--- src/design/rsc_pkg.sv ---
// Constants and types shared by the reset start-up and cause flag block
package rsc_pkg;

    // ========================================
    // Timing
    localparam int unsigned CLK_PERIOD_PS = 8000;
    localparam int unsigned PLL_LOCK_TIME_NS = 2000;
    localparam int unsigned PLL_LOCK_CYCLES =
        (PLL_LOCK_TIME_NS * 1000 + CLK_PERIOD_PS - 1) / CLK_PERIOD_PS;
    localparam int unsigned OSC_STARTUP_CYCLES = 1024;
    localparam int unsigned POWERUP_RC_CYCLES = 64;

    // ========================================
    // Oscillator selection codes
    localparam logic [2:0] OSC_LOW_POWER_CRYSTAL = 3'h0;
    localparam logic [2:0] OSC_MEDIUM_SPEED_CRYSTAL = 3'h1;
    localparam logic [2:0] OSC_HIGH_SPEED_CRYSTAL = 3'h2;
    localparam logic [2:0] OSC_HIGH_SPEED_CRYSTAL_WITH_PLL = 3'h3;

    // ========================================
    // Cause flag positions
    localparam int unsigned NUM_FLAGS = 13;
    localparam int unsigned IDX_DEEP_SLEEP = 0;
    localparam int unsigned IDX_EXTERNAL_RESET = 1;
    localparam int unsigned IDX_RESET_INSTR = 2;
    localparam int unsigned IDX_WATCHDOG_TIMEOUT = 3;
    localparam int unsigned IDX_POWER_DOWN = 4;
    localparam int unsigned IDX_IDLE = 5;
    localparam int unsigned IDX_CFG_MISMATCH = 6;
    localparam int unsigned IDX_CORE_BROWNOUT = 7;
    localparam int unsigned IDX_CORE_POWERON = 8;
    localparam int unsigned IDX_SUPPLY_BROWNOUT = 9;
    localparam int unsigned IDX_SUPPLY_POWERON = 10;
    localparam int unsigned IDX_BATTERY_POWERON = 11;
    localparam int unsigned IDX_BATTERY_MODE = 12;

    // ========================================
    // Flag reset value and event masks
    localparam logic [12:0] FLAGS_RST = 13'h0F90;
    localparam logic [12:0] SW_SET_MASK = 13'h07FF;
    localparam logic [12:0] SET_SUPPLY_POR = 13'h0790;
    localparam logic [12:0] CLR_SUPPLY_POR = 13'h006F;
    localparam logic [12:0] SET_SUPPLY_BOR = 13'h0210;
    localparam logic [12:0] CLR_SUPPLY_BOR = 13'h006C;
    localparam logic [12:0] SET_CORE_POR = 13'h0190;
    localparam logic [12:0] CLR_CORE_POR = 13'h006F;
    localparam logic [12:0] SET_CORE_BOR = 13'h0090;
    localparam logic [12:0] CLR_CORE_BOR = 13'h006C;
    localparam logic [12:0] SET_BATTERY = 13'h1791;
    localparam logic [12:0] CLR_BATTERY = 13'h006E;
    localparam logic [12:0] SET_DS_EXIT = 13'h0191;
    localparam logic [12:0] CLR_DS_EXIT = 13'h006E;
    localparam logic [12:0] SET_RDS_EXIT = 13'h0011;
    localparam logic [12:0] CLR_RDS_EXIT = 13'h01EE;
    localparam logic [12:0] SET_EXT = 13'h0002;
    localparam logic [12:0] SET_EXT_IDLE = 13'h0022;
    localparam logic [12:0] CLR_EXT_IDLE = 13'h0018;
    localparam logic [12:0] CLR_EXT_SLEEP = 13'h0038;
    localparam logic [12:0] SET_WDT = 13'h0008;
    localparam logic [12:0] SET_WDT_IDLE = 13'h0038;
    localparam logic [12:0] CLR_WDT_SLEEP = 13'h0030;
    localparam logic [12:0] SET_PD_IDLE = 13'h0030;
    localparam logic [12:0] CLR_WDT_ONLY = 13'h0008;
    localparam logic [12:0] CLR_SLEEP_ALL = 13'h0038;
    localparam logic [12:0] SET_PD_ONLY = 13'h0010;
    localparam logic [12:0] SET_RESET_INSTR = 13'h0004;
    localparam logic [12:0] SET_CFG_MISMATCH = 13'h0040;

    // ========================================
    // Program counter actions
    localparam logic [1:0] PC_HOLD = 2'h0;
    localparam logic [1:0] PC_CLEAR = 2'h1;
    localparam logic [1:0] PC_NEXT = 2'h2;
    localparam logic [1:0] PC_VECTOR = 2'h3;

    typedef enum logic [3:0] {
        ST_POWERUP = 4'h1,
        ST_OSC_WAIT = 4'h2,
        ST_PLL_WAIT = 4'h4,
        ST_RUN = 4'h8
    } rsc_state_e;

endpackage

--- src/design/rsc_sync2.sv ---
// Two flip-flop synchroniser for pin inputs
`timescale 1ns/1ps
module rsc_sync2 #(
    parameter int unsigned W = 1,
    parameter logic [W-1:0] RST_VAL = '0
) (
    input wire logic clk_sys,
    input wire logic sys_rst,
    input wire logic [W-1:0] din,
    output logic [W-1:0] dout
);
    logic [W-1:0] meta_r;
    logic [W-1:0] dout_r;

    // ========================================
    // Stages
    always_ff @(posedge clk_sys or posedge sys_rst) begin
        if (sys_rst) begin
            meta_r <= RST_VAL;
            dout_r <= RST_VAL;
        end else begin
            meta_r <= din;
            dout_r <= meta_r;
        end
    end

    assign dout = dout_r;
endmodule

--- src/design/rsc_tick_counter.sv ---
// Down counter of qualified ticks with sticky done
`timescale 1ns/1ps
module rsc_tick_counter #(
    parameter int unsigned LEN = 1024,
    parameter int unsigned W = 11
) (
    input wire logic clk_sys,
    input wire logic sys_rst,
    input wire logic restart,
    input wire logic tick,
    output logic done
);
    localparam logic [W-1:0] LEN_W = W'(LEN);
    localparam logic [W-1:0] ONE_W = W'(1);

    logic [W-1:0] cnt_r;
    logic done_r;
    logic last_tick;

    // ========================================
    // Count
    assign last_tick = tick && !done_r && (cnt_r == ONE_W);

    always_ff @(posedge clk_sys or posedge sys_rst) begin
        if (sys_rst) begin
            cnt_r <= LEN_W;
            done_r <= 1'b0;
        end else if (restart) begin
            cnt_r <= LEN_W;
            done_r <= 1'b0;
        end else if (tick && !done_r) begin
            cnt_r <= cnt_r - ONE_W;
            done_r <= last_tick;
        end
    end

    assign done = done_r;
endmodule

--- src/design/rsc_reset_cause.sv ---
// Start-up delay sequencer and reset cause flags
`timescale 1ns/1ps

// What this block does
// - Hold 1024 oscillator edges after power-up delay
// - Oscillator wait only in crystal modes
// - Selection code 011 enables PLL wait
// - PLL lock wait follows oscillator wait
// - Power and soft resets force init, wakes leave registers
// - Watchdog wake does not reinitialise registers
// - Master clear in idle: clear PC, flags
// - Master clear in sleep: clear PC, flags
// - Watchdog in idle: next instruction, flags set
// - Watchdog in sleep: next, clear power flags
// - Interrupt from idle: vector or next
// - Interrupt from sleep without enable: next
// - Sleep and idle instructions update flags
// - Watchdog clear honours window setting
// - Battery mode sets deep sleep, battery mode flags
// - Retention exit sets deep sleep, clears core
// - Battery flags: hardware sets, software clears
// - Battery power-on flag set at power-up
// - Supply and core power-on flags distinct
// - Power-up timer on RC after power events
module rsc_reset_cause
    import rsc_pkg::*;
#(
    parameter int unsigned POWERUP_TIMER_LEN = POWERUP_RC_CYCLES,
    parameter int unsigned OST_LEN = OSC_STARTUP_CYCLES,
    parameter int unsigned PLL_LEN = PLL_LOCK_CYCLES
) (
    input wire logic clk_sys,
    input wire logic sys_rst,
    input wire logic osc_in,
    input wire logic rc_osc_in,
    input wire logic master_clear_pin_n,
    input wire logic [2:0] osc_select_field,
    input wire logic mode_idle,
    input wire logic mode_sleep,
    input wire logic global_irq_enable,
    input wire logic evt_supply_por,
    input wire logic evt_supply_bor,
    input wire logic evt_core_por,
    input wire logic evt_core_bor,
    input wire logic evt_battery_mode,
    input wire logic evt_deep_sleep_exit,
    input wire logic evt_retention_exit,
    input wire logic evt_pm_exit,
    input wire logic evt_wdt_timeout,
    input wire logic evt_irq_wake,
    input wire logic evt_reset_instr,
    input wire logic evt_cfg_mismatch,
    input wire logic instr_sleep,
    input wire logic instr_idle,
    input wire logic watchdog_clear_instr,
    input wire logic wdt_window_en,
    input wire logic wdt_in_safe_window,
    input wire logic sw_wr,
    input wire logic [12:0] sw_wr_data,
    output logic device_hold,
    output logic [12:0] cause_flags,
    output logic [1:0] pc_action,
    output logic pc_strobe,
    output logic regs_init,
    output logic regs_init_por
);
    rsc_state_e st_r;
    rsc_state_e st_nxt;
    logic [2:0] pin_s;
    logic [2:0] pin_prev_r;
    logic osc_rise, rc_rise, master_clear_pin_fall;
    logic powerup_timer_done, ost_done, pll_done;
    logic xtal_mode, pll_sel, pwr_evt;
    logic in_sleep, in_idle, in_run;
    logic master_clear_pin_run, master_clear_pin_idle, master_clear_pin_sleep;
    logic wdt_run, wdt_idle, wdt_sleep;
    logic irq_idle, irq_sleep, irq_vec, watchdog_clear_instr_ok;
    logic soft_rst, wake_next;
    logic [12:0] hw_set, hw_clr, sw_base;
    logic [12:0] flag_r, flag_nxt;
    logic [1:0] pc_action_r, pc_action_nxt;
    logic pc_strobe_r, regs_init_r, regs_init_por_r;

    // ========================================
    // Pin synchronisation and edges
    rsc_sync2 #(.W(3), .RST_VAL(3'h4)) u_sync (
        .clk_sys(clk_sys),
        .sys_rst(sys_rst),
        .din({master_clear_pin_n, rc_osc_in, osc_in}),
        .dout(pin_s)
    );

    always_ff @(posedge clk_sys or posedge sys_rst) begin
        if (sys_rst) begin
            pin_prev_r <= 3'h4;
        end else begin
            pin_prev_r <= pin_s;
        end
    end

    assign osc_rise = pin_s[0] && !pin_prev_r[0];
    assign rc_rise = pin_s[1] && !pin_prev_r[1];
    assign master_clear_pin_fall = !pin_s[2] && pin_prev_r[2];

    // ========================================
    // Start-up sequencing
    assign xtal_mode = (osc_select_field == OSC_LOW_POWER_CRYSTAL) ||
        (osc_select_field == OSC_MEDIUM_SPEED_CRYSTAL) ||
        (osc_select_field == OSC_HIGH_SPEED_CRYSTAL) ||
        (osc_select_field == OSC_HIGH_SPEED_CRYSTAL_WITH_PLL);
    assign pll_sel = (osc_select_field == OSC_HIGH_SPEED_CRYSTAL_WITH_PLL);
    assign pwr_evt = evt_supply_por || evt_supply_bor || evt_core_por ||
        evt_core_bor || evt_battery_mode || evt_deep_sleep_exit ||
        evt_retention_exit;

    rsc_tick_counter #(.LEN(POWERUP_TIMER_LEN), .W(13)) u_powerup_timer (
        .clk_sys(clk_sys),
        .sys_rst(sys_rst),
        .restart(pwr_evt),
        .tick(rc_rise && (st_r == ST_POWERUP)),
        .done(powerup_timer_done)
    );

    rsc_tick_counter #(.LEN(OST_LEN), .W(13)) u_ost (
        .clk_sys(clk_sys),
        .sys_rst(sys_rst),
        .restart(st_r != ST_OSC_WAIT),
        .tick(osc_rise),
        .done(ost_done)
    );

    rsc_tick_counter #(.LEN(PLL_LEN), .W(13)) u_pll (
        .clk_sys(clk_sys),
        .sys_rst(sys_rst),
        .restart(st_r != ST_PLL_WAIT),
        .tick(1'b1),
        .done(pll_done)
    );

    always_comb begin
        st_nxt = st_r;
        case (st_r)
            ST_POWERUP: begin
                if (powerup_timer_done) begin
                    st_nxt = xtal_mode ? ST_OSC_WAIT :
                        (pll_sel ? ST_PLL_WAIT : ST_RUN);
                end
            end
            ST_OSC_WAIT: begin
                if (ost_done) begin
                    st_nxt = pll_sel ? ST_PLL_WAIT : ST_RUN;
                end
            end
            ST_PLL_WAIT: begin
                if (pll_done) begin
                    st_nxt = ST_RUN;
                end
            end
            ST_RUN: begin
                if (evt_pm_exit && xtal_mode) begin
                    st_nxt = ST_OSC_WAIT;
                end
            end
            default: st_nxt = ST_POWERUP;
        endcase
        if (pwr_evt) begin
            st_nxt = ST_POWERUP;
        end
    end

    always_ff @(posedge clk_sys or posedge sys_rst) begin
        if (sys_rst) begin
            st_r <= ST_POWERUP;
        end else begin
            st_r <= st_nxt;
        end
    end

    assign device_hold = (st_r != ST_RUN);

    // ========================================
    // Event qualification
    assign in_idle = mode_idle;
    assign in_sleep = mode_sleep && !mode_idle;
    assign in_run = !mode_idle && !mode_sleep;
    assign master_clear_pin_run = master_clear_pin_fall && in_run;
    assign master_clear_pin_idle = master_clear_pin_fall && in_idle;
    assign master_clear_pin_sleep = master_clear_pin_fall && in_sleep;
    assign wdt_run = evt_wdt_timeout && in_run;
    assign wdt_idle = evt_wdt_timeout && in_idle;
    assign wdt_sleep = evt_wdt_timeout && in_sleep;
    assign irq_idle = evt_irq_wake && in_idle;
    assign irq_sleep = evt_irq_wake && in_sleep;
    assign irq_vec = (irq_idle || irq_sleep) && global_irq_enable;
    assign watchdog_clear_instr_ok = watchdog_clear_instr &&
        (!wdt_window_en || wdt_in_safe_window);
    assign soft_rst = master_clear_pin_fall || wdt_run || evt_reset_instr ||
        evt_cfg_mismatch;
    assign wake_next = wdt_idle || wdt_sleep || instr_sleep ||
        instr_idle || watchdog_clear_instr ||
        ((irq_idle || irq_sleep) && !global_irq_enable);

    // ========================================
    // Cause flags
    assign hw_set = ({13{evt_supply_por}} & SET_SUPPLY_POR) |
        ({13{evt_supply_bor}} & SET_SUPPLY_BOR) |
        ({13{evt_core_por}} & SET_CORE_POR) |
        ({13{evt_core_bor}} & SET_CORE_BOR) |
        ({13{evt_battery_mode}} & SET_BATTERY) |
        ({13{evt_deep_sleep_exit}} & SET_DS_EXIT) |
        ({13{evt_retention_exit}} & SET_RDS_EXIT) |
        ({13{master_clear_pin_run || master_clear_pin_sleep}} & SET_EXT) |
        ({13{master_clear_pin_idle}} & SET_EXT_IDLE) |
        ({13{wdt_run || wdt_sleep}} & SET_WDT) |
        ({13{wdt_idle}} & SET_WDT_IDLE) |
        ({13{irq_idle || instr_idle}} & SET_PD_IDLE) |
        ({13{watchdog_clear_instr}} & SET_PD_ONLY) |
        ({13{evt_reset_instr}} & SET_RESET_INSTR) |
        ({13{evt_cfg_mismatch}} & SET_CFG_MISMATCH);

    assign hw_clr = ({13{evt_supply_por}} & CLR_SUPPLY_POR) |
        ({13{evt_supply_bor}} & CLR_SUPPLY_BOR) |
        ({13{evt_core_por}} & CLR_CORE_POR) |
        ({13{evt_core_bor}} & CLR_CORE_BOR) |
        ({13{evt_battery_mode}} & CLR_BATTERY) |
        ({13{evt_deep_sleep_exit}} & CLR_DS_EXIT) |
        ({13{evt_retention_exit}} & CLR_RDS_EXIT) |
        ({13{master_clear_pin_idle}} & CLR_EXT_IDLE) |
        ({13{master_clear_pin_sleep}} & CLR_EXT_SLEEP) |
        ({13{wdt_sleep}} & CLR_WDT_SLEEP) |
        ({13{irq_idle || instr_idle}} & CLR_WDT_ONLY) |
        ({13{irq_sleep || instr_sleep}} & CLR_SLEEP_ALL) |
        ({13{watchdog_clear_instr_ok}} & CLR_WDT_ONLY);

    // Software may not set the battery flags, only clear them
    assign sw_base = sw_wr ?
        ((sw_wr_data & SW_SET_MASK) | (flag_r & sw_wr_data & ~SW_SET_MASK)) :
        flag_r;
    assign flag_nxt = (sw_base & ~hw_clr) | hw_set;

    always_ff @(posedge clk_sys or posedge sys_rst) begin
        if (sys_rst) begin
            flag_r <= FLAGS_RST;
        end else begin
            flag_r <= flag_nxt;
        end
    end

    assign cause_flags = flag_r;

    // ========================================
    // Program counter and register init requests
    assign pc_action_nxt = (pwr_evt || soft_rst) ? PC_CLEAR :
        (irq_vec ? PC_VECTOR : (wake_next ? PC_NEXT : PC_HOLD));

    always_ff @(posedge clk_sys or posedge sys_rst) begin
        if (sys_rst) begin
            pc_action_r <= PC_CLEAR;
            pc_strobe_r <= 1'b0;
            regs_init_r <= 1'b1;
            regs_init_por_r <= 1'b1;
        end else begin
            pc_action_r <= pc_action_nxt;
            pc_strobe_r <= (pc_action_nxt != PC_HOLD);
            regs_init_r <= pwr_evt || soft_rst;
            regs_init_por_r <= pwr_evt;
        end
    end

    assign pc_action = pc_action_r;
    assign pc_strobe = pc_strobe_r;
    assign regs_init = regs_init_r;
    assign regs_init_por = regs_init_por_r;

    logic lone;
    assign lone = $onehot({pwr_evt, master_clear_pin_fall, evt_wdt_timeout,
        evt_irq_wake, evt_reset_instr, evt_cfg_mismatch, instr_sleep,
        instr_idle, watchdog_clear_instr}) && !sw_wr;
endmodule

--- config.mk ---
export PLATFORM = sky130hd
export DESIGN_NAME = rsc_reset_cause
export DESIGN_NICKNAME = d
export VERILOG_FILES = /design/src/design/rsc_pkg.sv /design/src/design/rsc_sync2.sv /design/src/design/rsc_tick_counter.sv /design/src/design/rsc_reset_cause.sv
export SDC_FILE = /design/constraint.sdc
export NUM_CORES = 1
export LEC_CHECK = 0
export BUFFER_PORTS_ARGS = -buffer_cell sky130_fd_sc_hd__buf_2
export CORE_MARGIN = 4
export CORE_UTILIZATION = 50
export CTS_CLUSTER_DIAMETER = 80
export DETAILED_ROUTE_END_ITERATION = 7
export PLACE_DENSITY = 0.8
export SYNTH_ARGS = -nofsm -noshare
export SYNTH_HDL_FRONTEND = slang
export SYNTH_SLANG_ARGS = --single-unit
--- constraint.sdc ---
create_clock -name clk_sys -period 3.85 [get_ports clk_sys]
set_clock_uncertainty 0.2 [all_clocks]
set_input_delay 0.5775 -clock clk_sys [delete_from_list [all_inputs] [get_ports clk_sys]]
set_output_delay 0.5775 -clock clk_sys [all_outputs]
set_load 0.02 [all_outputs]
======== Word level (Yosys, flattened, before mapping) ========
Cells that the tools add are included.
storage, ports and cells
  register bits ........................... 73
  output and inout port bits .............. 19
  word-level logic and storage cells ...... 153
operators by class
  bitwise gates (word level) .............. 31
  add/subtract/negate cells ............... 3
  reductions and logical operators ........ 62
  equality and inequality tests ........... 18
  multiplexer cells ....................... 24
operator list
  kind                                                count
  two-way mux 13 bit                                  7
  == test 13 x 1 -> 1 bit, second input constant      3
  OR 13 x 6 -> 13 bit                                 3
  subtractor 13 x 1 -> 13 bit, second input constant  3
  OR 7 bit                                            5
  two-way mux 4 bit                                   7
  OR 9 x 6 -> 9 bit                                   3
  bitwise AND 13 bit                                  2
  OR 11 x 13 -> 13 bit                                2
  OR 13 x 5 -> 13 bit                                 2
  logical OR 1 bit                                    24
  logical AND 1 bit                                   23
  OR 9 x 4 -> 9 bit                                   2
  case mux 4 bit (4 select lines)                     1
  inverter 9 -> 13 bit                                1
  OR 13 bit                                           1
  OR 13 x 2 -> 13 bit                                 1
  OR 13 x 3 -> 13 bit                                 1
  OR 13 x 4 -> 13 bit                                 1
  OR 13 x 7 -> 13 bit                                 1
  OR 13 x 9 -> 13 bit                                 1
  OR 11 x 10 -> 11 bit                                1
  OR 11 x 8 -> 11 bit                                 1
  OR 11 x 9 -> 11 bit                                 1
  other kinds (20)                                    41

======== Logic depth before layout (Yosys ltp) ========
  depth after elaboration ................. 15
  gate-level depth with buffers ........... 6
  gate-level depth less buffers ........... 6

======== Modules after synthesis ========
A second synthesis with hierarchy kept.
unflattened totals
  cell total of the unflattened synthesis .. 351
  area total of the unflattened synthesis .. 3724.8 um^2
by module, submodules not included
  module                               seq. area each (um^2)  times used  area each (um^2)  cells an instance
  rsc_reset_cause                      639.4                  1           1313.8            123
  rsc_tick_counter at u_pll            357.8                  1           762.0             76
  rsc_tick_counter at u_powerup_timer  351.6                  1           747.0             73
  rsc_tick_counter at u_ost            351.6                  1           745.7             72
  rsc_sync2                            152.6                  1           156.4             7

======== Worst setup path after synthesis ========
No wires, ideal clock.
  path kind ............................... input -> register
  start ................................... input port evt_supply_por
  end ..................................... register u_powerup_timer.cnt_r[11]
  setup slack ............................. 1538 ps
  buffers on the path ..................... 0
  stages .................................. 5
  data required time ...................... 3584 ps
  data arrival time ....................... 2046 ps
  cell sequence ........................... or4_4 -> nor4_4 -> inv_2 -> or4_1 -> nand2_1
between the ends
  longest elaborated chain between the ends .. 7
ends and longest elaborated chain
  element                                                   RTL line                RTL
  start, declared                                           rsc_reset_cause.sv:41   input wire logic evt_supply_por,
  logical OR 1 bit * (3 in series)                          rsc_reset_cause.sv:112  assign pwr_evt = evt_supply_por || evt_supply_bor || evt_core_por ||
  logical OR 1 bit * (3 in series)                          rsc_reset_cause.sv:113  evt_core_bor || evt_battery_mode || evt_deep_sleep_exit ||
  two-way mux 13 bit or nonzero test 2 bit (tied branches)  --
  end signal, assigned                                      rsc_tick_counter.sv:32  cnt_r <= cnt_r - ONE_W;
  end, declared                                             rsc_tick_counter.sv:16  logic [W-1:0] cnt_r;
Every way passes the cells marked *; elsewhere a longest branch is shown, timed or not.
A chain may end at the register's enable or synchronous reset.

======== Worst setup path in the final report ========
  start ................................... register st_r[1]
  end ..................................... output port device_hold
between the ends
  longest elaborated chain between the ends .. 1
ends and longest elaborated chain
  element                 RTL line                RTL
  start, declared         rsc_reset_cause.sv:67   rsc_state_e st_r;
  start signal, assigned  rsc_reset_cause.sv:175  st_r <= st_nxt;
  != test 4 bit           rsc_reset_cause.sv:179  assign device_hold = (st_r != ST_RUN);
  end, declared           rsc_reset_cause.sv:60   output logic device_hold,
Every way passes these cells.

==> metrics.txt <==
storage element area 0.00185 sq mm; CP peak stage delay 0.76 ns; largest delay contributor family on the critical path simple AND/OR/NAND/NOR gates; Die H 92.7 um; critical-path cell list or4b_2 > buf_2; status finished, final reports clean; DP HPWL 5330 um; Sink Count 73; global-route wire length before repair 12600 um; P_leak 1.81 nW; max_cap viols 0; core area 0.00687 sq mm; nets 451; pre-CTS setup slack 1.18 ns; Post-Syn Instances 341; Vias 2757; Row Count 30; final worst path period share 67.2%; Post-synth ARST share 100%; WL final 7510 um; Worst Path Required 3.07 ns; RSZ-0062 raised after global routing no; root buf cell clkbuf_8; Die W 92.7 um; Power Dens Cells 400 mW/mm^2; vias in the first global route 2757; Worst setup SP type register; Synth Register Bits 73; VDD IR-drop max 0.231 mV; synth unique cells 53; Worst Tran Pin Value 1.16 ns; final hold slack 0.126 ns; Fin. Hold Viols 0; Crit-path slowest cell or4b_2; Vias/cell 5.47; worst-path maximum fanout 9; Post-Syn Area 0.00358 sq mm; Routability Congestion 0.873; Synthesized Nets 389; critical path class register to output pin; DRC 0; most frequent cell after synthesis dfrtp_1; Setup TNS 0 ns; Slew HR 21.8%; top-area cell type share of the netlist area 36.3%; Setup WS post-layout 1.26 ns; most common flop cell mapped by yosys dfrtp_1; initial core utilization 52.2%; Fmax 0.387 GHz; r2r setup slk 1.33 ns; Non-Filler Instances 504; area of the multi-input gates 0.00164 sq mm; Worst Setup End Kind output pin; postcts setup bufs 0; diode count 0; Synth Warn # 0; Reg clk slew, reported paths 0.07 ns; clk_lat worst skew 0.35 ns; area delta synth->final 18.6%; total die area 0.00859 sq mm; antenna violations before repair 0; Congestion Overflow GR 0; CP Buf/Inv Count 1; largest net degree at the start of global routing 60; Routed WL per cell 14.9 um; dpl cells 487; Ports 61; CTS Buffer Depth 2; Max Slew Vio Count 0; Hold Crit Class primary input to register; H-tree depth 3; register area share after synthesis 51.7%; total power 0.00170 W; gr usage total 18.4%; # fillers 557; DRT iter0 DRCs 125; area leader, netlist dfrtp_1; EDFF count, synth 0; Tmin final 2.59 ns; share of layout cells above drive strength 1 27.0%; Area contributors post-synth dfrtp_1 36%, dfstp_2 15%, xor2_1 4.6%, nor2_1 4.6%, mux2i_1 3.4%; # setup viols final 0; syn avg cell area 10.5 sq um; WP data arrival 1.81 ns; synth cell count leaders 52 x dfrtp_1, 44 x nor2_1, 21 x dfstp_2; CTS buffer count 9; Routed Antenna Nets 0; port bufs 60; first-pass iteration count of the detailed router 4; CTS tree done
cell usage in the layout (no fill, tap or decap), drive strengths merged, types with 2 or more instances in the layout:
| master | instances |
|---|---|
| xor2 | 19 |
| inv | 10 |
| nor3b | 9 |
| nor4 | 10 |
| o21a | 4 |
| bufinv | 4 |
| or4 | 6 |
| dfstp | 21 |
| nor2 | 44 |
| nor4b | 6 |
| a2111oi | 2 |
| nor2b | 6 |
| o21bai | 3 |
| nand4 | 6 |
| a21oi | 9 |
| o211ai | 2 |
| a41oi | 2 |
| o21ai | 11 |
| nor3 | 10 |
| clkbuf | 11 |
| dfrtp | 52 |
| o311ai | 2 |
| a211oi | 2 |
| ha | 6 |
| nand3 | 12 |
| o31ai | 5 |
| or3 | 5 |
| xnor2 | 9 |
| nand3b | 2 |
| nand2b | 8 |
| or4b | 2 |
| a31oi | 2 |
| mux2i | 12 |
| nand2 | 18 |
| and3 | 2 |
| buf | 62 |
per-stage QoR:
stage                     cell area (sq um)  utilization (%)
final                                  4250             61.9
after floorplan                        3580                -
after global routing                   4250             61.9
after detailed placement               3970             57.7
after CTS                              4250             61.9
after global placement                 3970             57.7
area by class of cell:
class                      instances  area share, %
sequential                        73           43.6
multi-input combinational        246           38.6
timing repair buffer              63           7.65
clock buffer                      11           3.56
clock inverter                     5           2.94
tap                               96           2.83
inverter                          10          0.883
registers in the layout, indices dropped and copies added (netlist names):
| name | cells |
|---|---|
| u_pll.cnt_r | 13 |
| u_pll.done | 1 |
| u_sync.dout | 3 |
| u_sync.meta_r | 3 |
| st_r | 4 |
| u_ost.cnt_r | 13 |
| regs_init_por | 1 |
| cause_flags | 13 |
| u_ost.done | 1 |
| u_powerup_timer.cnt_r | 13 |
| pin_prev_r | 3 |
| pc_action | 2 |
| u_powerup_timer.done | 1 |
| pc_strobe | 1 |
| regs_init | 1 |
worst register-to-register path, stage by stage (launching register included):
cell and delay, ns:
dfrtp_1 0.50, or4b_1 0.85, or3_1 0.44, or3_1 0.31, a21oi_1 0.15
worst paths after layout:
path                                             from                                    end  depth (start not counted)
max                               st_r[1]$_DFFE_PP0P_                            device_hold                          2
min                                master_clear_pin_n             u_sync.meta_r[2]$_DFF_PP1_                          1
max reg2reg                       st_r[3]$_DFFE_PP0P_                    st_r[2]$_DFFE_PP0P_                          4
min reg2reg                u_sync.meta_r[0]$_DFF_PP0_               u_sync.dout[0]$_DFF_PP0_                          0
max in group asynchronous                     sys_rst  u_powerup_timer.cnt_r[12]$_DFFE_PP0P_                          4
min in group asynchronous                     sys_rst              cause_flags[12]$_DFF_PP0_                          3
power by group:
group	total, W	switching (W)	internal (W)
Combinational	0.000102	0.0000607	0.0000416
Clock	0.000813	0.000283	0.000530
Sequential	0.000785	0.00000556	0.000779
what timing repair did:
action | 4_1_cts | 5_1_grt
hold buffers | 1 | 0
resized for setup | 0 | 0
hold endpoints to repair | 5 | 0
cells by family after synthesis:
family | synth area share (%)
compound gates | 9.60
fa+ha+maj | 2.09
mux | 3.67
flops | 51.7
simple gates | 23.5
buf+inv | 2.58
xor+xnor | 6.84
routing by layer:
metal	part of all wire, %	vias up	GRT usage (%)
met3	4.8	9	3.33
met4	1.8	0	9.77
met5	0	-	0
met2	50	76	29.5
li1	-	1338	-
met1	43	1334	23.6
Note: power is estimated with default switching activity, not from simulation.
